### src/vic_pkg.sv
package vic_pkg;

  localparam int VIC_SYS_NUM = 22;
  localparam int VIC_LVL_W = 3;
  localparam int VIC_VEC_W = 5;
  localparam int VIC_ADDR_W = 24;
  localparam int VIC_BASE_W = 16;
  localparam int VIC_GPR_NUM = 8;
  localparam int VIC_MISC_NUM = 10;
  localparam int VIC_PSW_W = 8;
  localparam int VIC_PSW_IL_LSB = 5;
  localparam int VIC_PSW_IE_BIT = 4;
  localparam int VIC_VEC_SHIFT = 2;
  localparam int VIC_GAP_SYS = 13;

  // system index of each request group, in vector order
  localparam int VIC_SYS_P0 = 0;
  localparam int VIC_SYS_P1 = 1;
  localparam int VIC_SYS_SW = 2;
  localparam int VIC_SYS_CT = 3;
  localparam int VIC_SYS_PWM2 = 4;
  localparam int VIC_SYS_SVD = 5;
  localparam int VIC_SYS_LCD = 6;
  localparam int VIC_SYS_PWM0 = 7;
  localparam int VIC_SYS_T0 = 8;
  localparam int VIC_TIMER_NUM = 4;
  localparam int VIC_SYS_MISC = 12;

  localparam logic [VIC_VEC_W-1:0] VIC_VEC_RESET = 5'h00;
  localparam logic [VIC_VEC_W-1:0] VIC_VEC_NMI = 5'h02;
  localparam logic [VIC_VEC_W-1:0] VIC_VEC_RSVD = 5'h03;
  localparam logic [VIC_VEC_W-1:0] VIC_VEC_FIRST = 5'h04;
  localparam logic [VIC_BASE_W-1:0] VIC_BASE_RESET = 16'h0080;
  localparam logic [7:0] VIC_BASE_LOW_ZERO = 8'h00;
  localparam logic [7:0] VIC_KEY_OPEN = 8'h96;
  localparam logic [7:0] VIC_KEY_RESET = 8'h00;
  localparam logic [VIC_PSW_W-1:0] VIC_PSW_RESET = 8'h00;
  localparam logic [VIC_ADDR_W-1:0] VIC_SP_RESET = 24'h000000;
  localparam logic [VIC_ADDR_W-1:0] VIC_GPR_RESET = 24'h000000;

  typedef enum logic [1:0] {
    VIC_BOOT_HOLD,
    VIC_BOOT_FETCH,
    VIC_BOOT_RUN
  } vic_boot_t;

  function automatic logic [VIC_VEC_W-1:0] vic_sys_vector(input int idx);
    // vector 17 is skipped between the uart group and the rest
    if (idx < VIC_GAP_SYS) begin
      return VIC_VEC_FIRST + VIC_VEC_W'(idx);
    end
    return VIC_VEC_FIRST + VIC_VEC_W'(idx + 1);
  endfunction

  function automatic logic [VIC_ADDR_W-1:0] vic_vec_addr(input logic [VIC_BASE_W-1:0] base,
                                                         input logic [VIC_VEC_W-1:0] vec);
    return {base, VIC_BASE_LOW_ZERO} + (VIC_ADDR_W'(vec) << VIC_VEC_SHIFT);
  endfunction

endpackage

### src/vic_gpr_mem.sv
`timescale 1ns/100ps
`default_nettype none
module vic_gpr_mem import vic_pkg::*; #(
  parameter int DEPTH = VIC_GPR_NUM,
  parameter int WIDTH = VIC_ADDR_W
) (
  input wire logic mclk,
  input wire logic rst,
  input wire logic clr,
  input wire logic wr_en,
  input wire logic [$clog2(DEPTH)-1:0] wr_addr,
  input wire logic [WIDTH-1:0] wr_data,
  input wire logic [$clog2(DEPTH)-1:0] rd_addr,
  output logic [WIDTH-1:0] rd_data
);

  logic [WIDTH-1:0] mem [DEPTH];

  always_ff @(posedge mclk or posedge rst) begin
    if (rst) begin
      for (int i = 0; i < DEPTH; i++) begin
        mem[i] <= '0;
      end
    end else if (clr) begin
      for (int i = 0; i < DEPTH; i++) begin
        mem[i] <= VIC_GPR_RESET;
      end
    end else if (wr_en) begin
      mem[wr_addr] <= wr_data;
    end
  end

  // read data registered; a write is seen on the read port one cycle later
  always_ff @(posedge mclk or posedge rst) begin
    if (rst) begin
      rd_data <= '0;
    end else if (clr) begin
      rd_data <= VIC_GPR_RESET;
    end else begin
      rd_data <= mem[rd_addr];
    end
  end
endmodule
`default_nettype wire

### src/vic_interrupt_arbiter.sv
// What this block does
// - initial reset clears all eight general registers to zero
// - initial reset clears status word: level zero, maskable interrupts off
// - stack pointer reads zero; program counter loads from vector table entry zero
// - initial reset returns status, stack, general, key and base registers to their default values
// - give core a request with winning level and vector number
// - twenty-two maskable systems from twenty-three groups; two share one
// - eight priority levels order maskable requests
// - each system has its own programmable level deciding service order
// - causes are enabled in peripherals; one combined request per system here
// - vector zero for external reset low or watchdog reset; top priority
// - vector n at base plus four n; vector three never raised
// - watchdog overflow in non-maskable mode raises vector two
// - port group zero: eight inputs, vector four, highest maskable system
// - stopwatch vector six combines hundredth, tenth and second ticks
// - clock timer vector seven combines four periodic ticks
// - pwm channel two requests vector eight for its six causes
// - supply voltage detector requests vector nine on low supply
// - pwm channel zero requests vector eleven, six causes combined
// - four plain timers underflow on vectors twelve to fifteen in order
// - vector fifteen is timer three underflow or any pwm three cause
// - equal levels: lower vector number is served first
// - table base resets to 0x8000, low eight bits always zero
// - base writes ignored unless protect key holds 0x96
`timescale 1ns/100ps
`default_nettype none
module vic_interrupt_arbiter import vic_pkg::*; #(
  parameter int SYS_NUM = VIC_SYS_NUM,
  parameter int LVL_W = VIC_LVL_W
) (
  input wire logic mclk,
  input wire logic rst,
  input wire logic ext_reset_n,
  input wire logic wdt_overflow,
  input wire logic wdt_reset_mode,
  input wire logic nmi_ack,
  input wire logic [7:0] port0_irq,
  input wire logic [7:0] port1_irq,
  input wire logic [2:0] stopwatch_irq,
  input wire logic [3:0] clock_timer_irq,
  input wire logic [5:0] pwm2_irq,
  input wire logic svd_irq,
  input wire logic lcd_irq,
  input wire logic [5:0] pwm0_irq,
  input wire logic [VIC_TIMER_NUM-1:0] timer_irq,
  input wire logic [5:0] pwm3_irq,
  input wire logic [VIC_MISC_NUM-1:0] misc_irq,
  input wire logic [SYS_NUM*LVL_W-1:0] sys_level,
  input wire logic psw_wr,
  input wire logic [VIC_PSW_W-1:0] psw_wdata,
  input wire logic sp_wr,
  input wire logic [VIC_ADDR_W-1:0] sp_wdata,
  input wire logic gpr_wr,
  input wire logic [2:0] gpr_waddr,
  input wire logic [VIC_ADDR_W-1:0] gpr_wdata,
  input wire logic [2:0] gpr_raddr,
  input wire logic vbase_low_wr,
  input wire logic vbase_high_wr,
  input wire logic [7:0] vbase_wdata,
  input wire logic key_wr,
  input wire logic [7:0] key_wdata,
  output logic irq_req,
  output logic [LVL_W-1:0] irq_level,
  output logic [VIC_VEC_W-1:0] irq_vector,
  output logic [VIC_ADDR_W-1:0] irq_vec_addr,
  output logic nmi_req,
  output logic reset_fetch,
  output logic [VIC_ADDR_W-1:0] reset_fetch_addr,
  output logic core_run,
  output logic [VIC_PSW_W-1:0] processor_status_word,
  output logic [VIC_ADDR_W-1:0] stack_pointer,
  output logic [VIC_ADDR_W-1:0] gpr_rdata,
  output logic [VIC_ADDR_W-1:0] vector_table_base,
  output logic [7:0] write_protect_key_reg
);

  vic_boot_t boot_state;
  vic_boot_t next_boot_state;
  logic reset_hold;
  logic init_clr;
  logic wdt_nmi_evt;
  logic [VIC_BASE_W-1:0] base;
  logic [SYS_NUM-1:0] sys_req;
  logic best_found;
  logic [LVL_W-1:0] best_lvl;
  logic [VIC_VEC_W-1:0] best_vec;
  logic [LVL_W-1:0] cur_level;
  logic cur_ie;
  logic next_irq_req;

  // reset sources: pin low or watchdog in reset mode
  assign reset_hold = !ext_reset_n || (wdt_overflow && wdt_reset_mode);
  assign wdt_nmi_evt = wdt_overflow && !wdt_reset_mode;
  // clear on the reset edge itself, so a core write in that cycle cannot survive it
  assign init_clr = (boot_state == VIC_BOOT_HOLD) || reset_hold;
  assign cur_level = processor_status_word[VIC_PSW_IL_LSB +: LVL_W];
  assign cur_ie = processor_status_word[VIC_PSW_IE_BIT];
  assign vector_table_base = {base, VIC_BASE_LOW_ZERO};
  assign reset_fetch = (boot_state == VIC_BOOT_FETCH);
  assign core_run = (boot_state == VIC_BOOT_RUN);

  // boot sequence: hold while any reset source is active, then one fetch of vector 0
  always_comb begin
    next_boot_state = boot_state;
    case (boot_state)
      VIC_BOOT_HOLD: begin
        if (!reset_hold) begin
          next_boot_state = VIC_BOOT_FETCH;
        end
      end
      VIC_BOOT_FETCH: begin
        next_boot_state = VIC_BOOT_RUN;
      end
      VIC_BOOT_RUN: begin
        next_boot_state = VIC_BOOT_RUN;
      end
      default: begin
        next_boot_state = VIC_BOOT_HOLD;
      end
    endcase
    if (reset_hold) begin
      next_boot_state = VIC_BOOT_HOLD;
    end
  end

  always_ff @(posedge mclk or posedge rst) begin
    if (rst) begin
      boot_state <= VIC_BOOT_HOLD;
    end else begin
      boot_state <= next_boot_state;
    end
  end

  // general registers cleared for the whole hold phase
  vic_gpr_mem #(
    .DEPTH(VIC_GPR_NUM),
    .WIDTH(VIC_ADDR_W)
  ) u_gpr (
    .mclk(mclk),
    .rst(rst),
    .clr(init_clr),
    .wr_en(gpr_wr && core_run),
    .wr_addr(gpr_waddr),
    .wr_data(gpr_wdata),
    .rd_addr(gpr_raddr),
    .rd_data(gpr_rdata)
  );

  always_ff @(posedge mclk or posedge rst) begin
    if (rst) begin
      processor_status_word <= VIC_PSW_RESET;
    end else if (init_clr) begin
      processor_status_word <= VIC_PSW_RESET;
    end else if (psw_wr) begin
      processor_status_word <= psw_wdata;
    end
  end

  always_ff @(posedge mclk or posedge rst) begin
    if (rst) begin
      stack_pointer <= VIC_SP_RESET;
    end else if (init_clr) begin
      stack_pointer <= VIC_SP_RESET;
    end else if (sp_wr) begin
      stack_pointer <= sp_wdata;
    end
  end

  // reset entry address follows the base, which hold restores, so boot always fetches from 0x8000
  always_ff @(posedge mclk or posedge rst) begin
    if (rst) begin
      reset_fetch_addr <= {VIC_BASE_RESET, VIC_BASE_LOW_ZERO};
    end else begin
      reset_fetch_addr <= vic_vec_addr(base, VIC_VEC_RESET);
    end
  end

  // protect key and table base return to defaults on any initial reset
  always_ff @(posedge mclk or posedge rst) begin
    if (rst) begin
      write_protect_key_reg <= VIC_KEY_RESET;
    end else if (init_clr) begin
      write_protect_key_reg <= VIC_KEY_RESET;
    end else if (key_wr) begin
      write_protect_key_reg <= key_wdata;
    end
  end

  always_ff @(posedge mclk or posedge rst) begin
    if (rst) begin
      base <= VIC_BASE_RESET;
    end else if (init_clr) begin
      base <= VIC_BASE_RESET;
    end else if (write_protect_key_reg == VIC_KEY_OPEN) begin
      if (vbase_low_wr) begin
        base[7:0] <= vbase_wdata;
      end
      if (vbase_high_wr) begin
        base[15:8] <= vbase_wdata;
      end
    end
  end

  // nmi pending: a new overflow in the acknowledge cycle keeps it set
  always_ff @(posedge mclk or posedge rst) begin
    if (rst) begin
      nmi_req <= 1'b0;
    end else if (!core_run || reset_hold) begin
      nmi_req <= 1'b0;
    end else if (wdt_nmi_evt) begin
      nmi_req <= 1'b1;
    end else if (nmi_ack) begin
      nmi_req <= 1'b0;
    end
  end

  // one combined request per system; cause enables live in the peripherals
  always_comb begin
    sys_req = '0;
    sys_req[VIC_SYS_P0] = |port0_irq;
    sys_req[VIC_SYS_P1] = |port1_irq;
    sys_req[VIC_SYS_SW] = |stopwatch_irq;
    sys_req[VIC_SYS_CT] = |clock_timer_irq;
    sys_req[VIC_SYS_PWM2] = |pwm2_irq;
    sys_req[VIC_SYS_SVD] = svd_irq;
    sys_req[VIC_SYS_LCD] = lcd_irq;
    sys_req[VIC_SYS_PWM0] = |pwm0_irq;
    for (int t = 0; t < VIC_TIMER_NUM; t++) begin
      sys_req[VIC_SYS_T0 + t] = timer_irq[t];
    end
    // shared vector: one level for both, software reads both flags
    sys_req[VIC_SYS_T0 + VIC_TIMER_NUM - 1] = timer_irq[VIC_TIMER_NUM-1] | (|pwm3_irq);
    for (int m = 0; m < VIC_MISC_NUM; m++) begin
      sys_req[VIC_SYS_MISC + m] = misc_irq[m];
    end
  end

  // strict greater keeps the earlier, lower vector on a tie
  always_comb begin
    best_found = 1'b0;
    best_lvl = '0;
    best_vec = '0;
    for (int i = 0; i < SYS_NUM; i++) begin
      if (sys_req[i] && (!best_found || sys_level[i*LVL_W +: LVL_W] > best_lvl)) begin
        best_found = 1'b1;
        best_lvl = sys_level[i*LVL_W +: LVL_W];
        best_vec = vic_sys_vector(i);
      end
    end
  end

  // a reset source beats any maskable request in the same cycle
  assign next_irq_req = core_run && !reset_hold && best_found && cur_ie
    && (best_lvl > cur_level);

  always_ff @(posedge mclk or posedge rst) begin
    if (rst) begin
      irq_req <= 1'b0;
      irq_level <= '0;
      irq_vector <= VIC_VEC_RESET;
      irq_vec_addr <= {VIC_BASE_RESET, VIC_BASE_LOW_ZERO};
    end else begin
      irq_req <= next_irq_req;
      irq_level <= best_lvl;
      irq_vector <= best_vec;
      irq_vec_addr <= vic_vec_addr(base, best_vec);
    end
  end
endmodule
`default_nettype wire

### config.mk
export PLATFORM = sky130hd
export DESIGN_NAME = vic_interrupt_arbiter
export DESIGN_NICKNAME = d
export VERILOG_FILES = /design/src/vic_pkg.sv /design/src/vic_gpr_mem.sv /design/src/vic_interrupt_arbiter.sv
export SDC_FILE = /design/constraint.sdc
export NUM_CORES = 1
export LEC_CHECK = 0
export BUFFER_PORTS_ARGS = -buffer_cell sky130_fd_sc_hd__buf_2
export CAP_MARGIN = 20
export CORE_ASPECT_RATIO = 0.75
export CORE_MARGIN = 1
export CORE_UTILIZATION = 35
export CTS_BUF_LIST = sky130_fd_sc_hd__clkbuf_16
export DETAILED_ROUTE_END_ITERATION = 12
export HOLD_SLACK_MARGIN = 0.06
export REMOVE_ABC_BUFFERS = 1
export SLEW_MARGIN = 20
export SYNTH_ARGS = -nofsm -noshare
export SYNTH_HDL_FRONTEND = slang
export SYNTH_HIERARCHICAL = 1
export SYNTH_SLANG_ARGS = --single-unit
### constraint.sdc
create_clock -name mclk -period 19.35 [get_ports mclk]
set_input_delay 1.935 -clock mclk [delete_from_list [all_inputs] [get_ports mclk]]
set_output_delay 1.935 -clock mclk [all_outputs]
set_load 0.05 [all_outputs]
==> flow_summary.json <==
{
  "r2r-start": "boot_state[0]",
  "drtAntennaViolNets": 0,
  "grt_max_degree": 101,
  "die_h_um": 192,
  "whs_endpoint": "reset_fetch_addr[15]",
  "fmax_mhz": 32.4,
  "place.port_buffers": 341,
  "clockRootBuffer": "clkbuf_16",
  "grt_util_all_layers_pct": 22.1,
  "slowest_stage": "or3_4",
  "fp.dieArea_um2": 49200,
  "finalSetupTns_ns": -98.83,
  "dieWidth_um": 256,
  "first_iter_violations": 1017,
  "wl_per_cell_um": 19.0,
  "grt_pass1_wl_um": 86400,
  "status": "finished with violations",
  "antenna_found_initial": 8,
  "syn_inst": 1784,
  "clock_sink_count": 300,
  "cpMostUsedCell": "a21oi_2",
  "grt_setup_unrepaired": "true",
  "grt_pass1_vias": 15533,
  "min_from": "base[7]",
  "crit_type": "in -> reg",
  "route.detailed.drc": 0,
  "drive_gt1_share_pct": 41.9,
  "setup-violations-final": 9,
  "yosysWarnings": 6,
  "synth_flop_cell": "dfrtp_1",
  "grt_overflow_total": 0,
  "critical_path_arrival_ns": 31.32,
  "synth_common_cells": "nand2_1 (433), dfrtp_1 (298), a21oi_1 (246), nor2_1 (117), mux2i_1 (85)",
  "first_pass_iters": 5,
  "cts_tree": "yes",
  "async_flop_share_pct": 100,
  "ios": 361,
  "finalCritPeriodShare_pct": 160,
  "synth-edff-count": 0,
  "slew_viol_final": 0,
  "htree_levels": 2,
  "clock-skew-final_ns": 0.0103,
  "hold_viol_final": 0,
  "place.gp.congestion": 0.908,
  "cap_viol_max_count": 0,
  "dp_hpwl_um": 36200,
  "avgSynthCellArea_um2": 9.47,
  "holdWs_ns": 0.376,
  "tightest_slew_ns": 1.18,
  "crit_fanout": 6,
  "core-area_um2": 47500,
  "worstReg2RegEnd": "u_gpr/rd_data[22]",
  "critPathLaunchType": "primary input",
  "initial_core_util_pct": 35.6,
  "r2r_cells": 6,
  "hold_path_class": "reg -> reg",
  "worstSetupEndpointType": "flop",
  "fin_crit_ns": 30.90,
  "top_register": "u_gpr/mem",
  "clk_pin_slew_ns": 0.06,
  "synthTopCellsByArea": "dfrtp_1 (44%), nand2_1 (9.6%), a21oi_1 (7.3%), mux4_2 (6.4%), mux2i_1 (5.0%)",
  "reg2reg_slack_ns": 15.74,
  "relSlewSlack_pct": 20.9,
  "yosys.area.top_type": "dfrtp_1",
  "wl_um": 56700,
  "ys_seq_area_share_pct": 44.4,
  "clkLatencyLatePin_ns": 0.54,
  "nets": 2584,
  "synth_top_area_share_pct": 44.1,
  "top_regs": "u_gpr/mem (192), stack_pointer (24), u_gpr/rd_data (24)",
  "num_vias": 15641,
  "synthDistinctLibCells": 104,
  "largest_reg_flops": 192,
  "max-clock-path-buffers": 3,
  "yosysMostFrequentCell": "nand2_1",
  "crit_required_ns": 19.76,
  "violations": "setup timing",
  "synthToLayoutAreaGrowth_pct": 36.9,
  "netlist_area_um2": 16900,
  "fin_ws_ns": -11.55,
  "fillers": 4261,
  "routed_via_density": 5.24,
  "hold_depth": 0,
  "placement_rows": 69,
  "cts_buffers": 34,
  "synth-seq-cells": 300,
  "slowest_delay_ns": 0.41
}
[metrics by stage]
| stage | utilization [%] | cell area [µm²] | std cells | setup slack (ns) |
|---|---|---|---|---|
| 5_1_grt | 48.7 | 23100 | 2984 | -12.77 |
| 4_1_cts | 47.2 | 22400 | 2953 | -10.94 |
| 3_3_place_gp | 41.8 | 19800 | 2796 | -12.25 |
| 6_report | 48.7 | 23100 | 2987 | -11.55 |
| 2_1_floorplan | - | 16000 | 1637 | -13.27 |
| 3_5_place_dp | 41.8 | 19800 | 2796 | -13.89 |
[worst max-delay path by stage]
stage | from | end | slack [ns] | cells past startpoint
floorplan | port0_irq[1] | irq_req | -13.27 | 171
global placement | port0_irq[1] | irq_req | -12.25 | 179
detailed placement | port0_irq[1] | irq_req | -13.89 | 177
CTS | port0_irq[2] | irq_req | -10.94 | 176
global route | port0_irq[0] | irq_req | -12.77 | 175
finish | port0_irq[0] | irq_req | -11.55 | 170
[cell type report]
class / count / area, µm² / share of cell area [%]
diodes: 6 / 15.0 / 0.0649
clock buffers: 35 / 876 / 3.79
clock inverters: 26 / 195 / 0.844
inverters: 70 / 279 / 1.21
multi-input cells: 1267 / 9400 / 40.6
flip-flops and latches: 300 / 7510 / 32.5
well taps: 639 / 800 / 3.46
repair buffers: 644 / 4060 / 17.6
[worst max-delay path: cells and delay by family]
| kind | cells | cell delay [ns] |
|---|---|---|
| AOI/OAI and AO/OA | 86 | 13.48 |
| adders and majority gates | 26 | 6.93 |
| buffers and inverters | 14 | 1.71 |
| muxes | 8 | 2.27 |
| and+or+nand+nor | 36 | 4.95 |
[logic make-up (layout without fill, tap and decap cells)]
logic type / after synthesis / in the layout / share of synthesized area (%)
AO/OA/AOI/OAI: 386 / 386 / 14.3
adder cells (fa/ha/maj): 59 / 59 / 4.30
buffers and inverters: 235 / 775 / 7.48
flip-flops: 300 / 300 / 44.4
multiplexers: 141 / 141 / 12.0
other: 1 / 25 / 0.0222
AND/OR/NAND/NOR: 662 / 662 / 17.4
[per-layer routing]
metal / global-route usage [%] / vias up / part of all wire, %
li1: - / 7169 / -
met1: 30.2 / 7794 / 43
met2: 35.9 / 568 / 47
met3: 4.31 / 106 / 6.7
met4: 6.24 / 4 / 2.5
met5: 0 / - / 0.048
[cells in the final DEF (no fill, tap or decap), types with 8 or more instances in the layout]
cell	synthesis	final
nand2_1	433	424
buf_2	51	338
dfrtp_1	298	298
buf_4	58	288
a21oi_1	246	212
nor2_1	117	99
mux2i_1	85	81
inv_1	70	59
mux4_2	48	48
clkbuf_16	0	35
a21oi_2	1	26
ha_4	0	26
ha_1	54	24
conb_1	1	19
buf_6	11	16
nor2_2	0	11
inv_2	0	11
nand2_2	1	10
clkinv_1	0	10
nand3_1	13	9
a21oi_4	0	9
a21o_1	8	8
[what timing repair did]
| action | CTS | global route |
|---|---|---|
| hold buffers | 0 | 0 |
| endpoints found under the hold margin | 0 | 0 |
| buffers inserted | 97 | 29 |
| setup endpoints to repair | 9 | 9 |
| gates resized for setup | 164 | 94 |
| pin swaps | 126 | 128 |
Power is not shown: default switching activity piles up to over one toggle a cycle in this logic, so the estimate is an artifact.
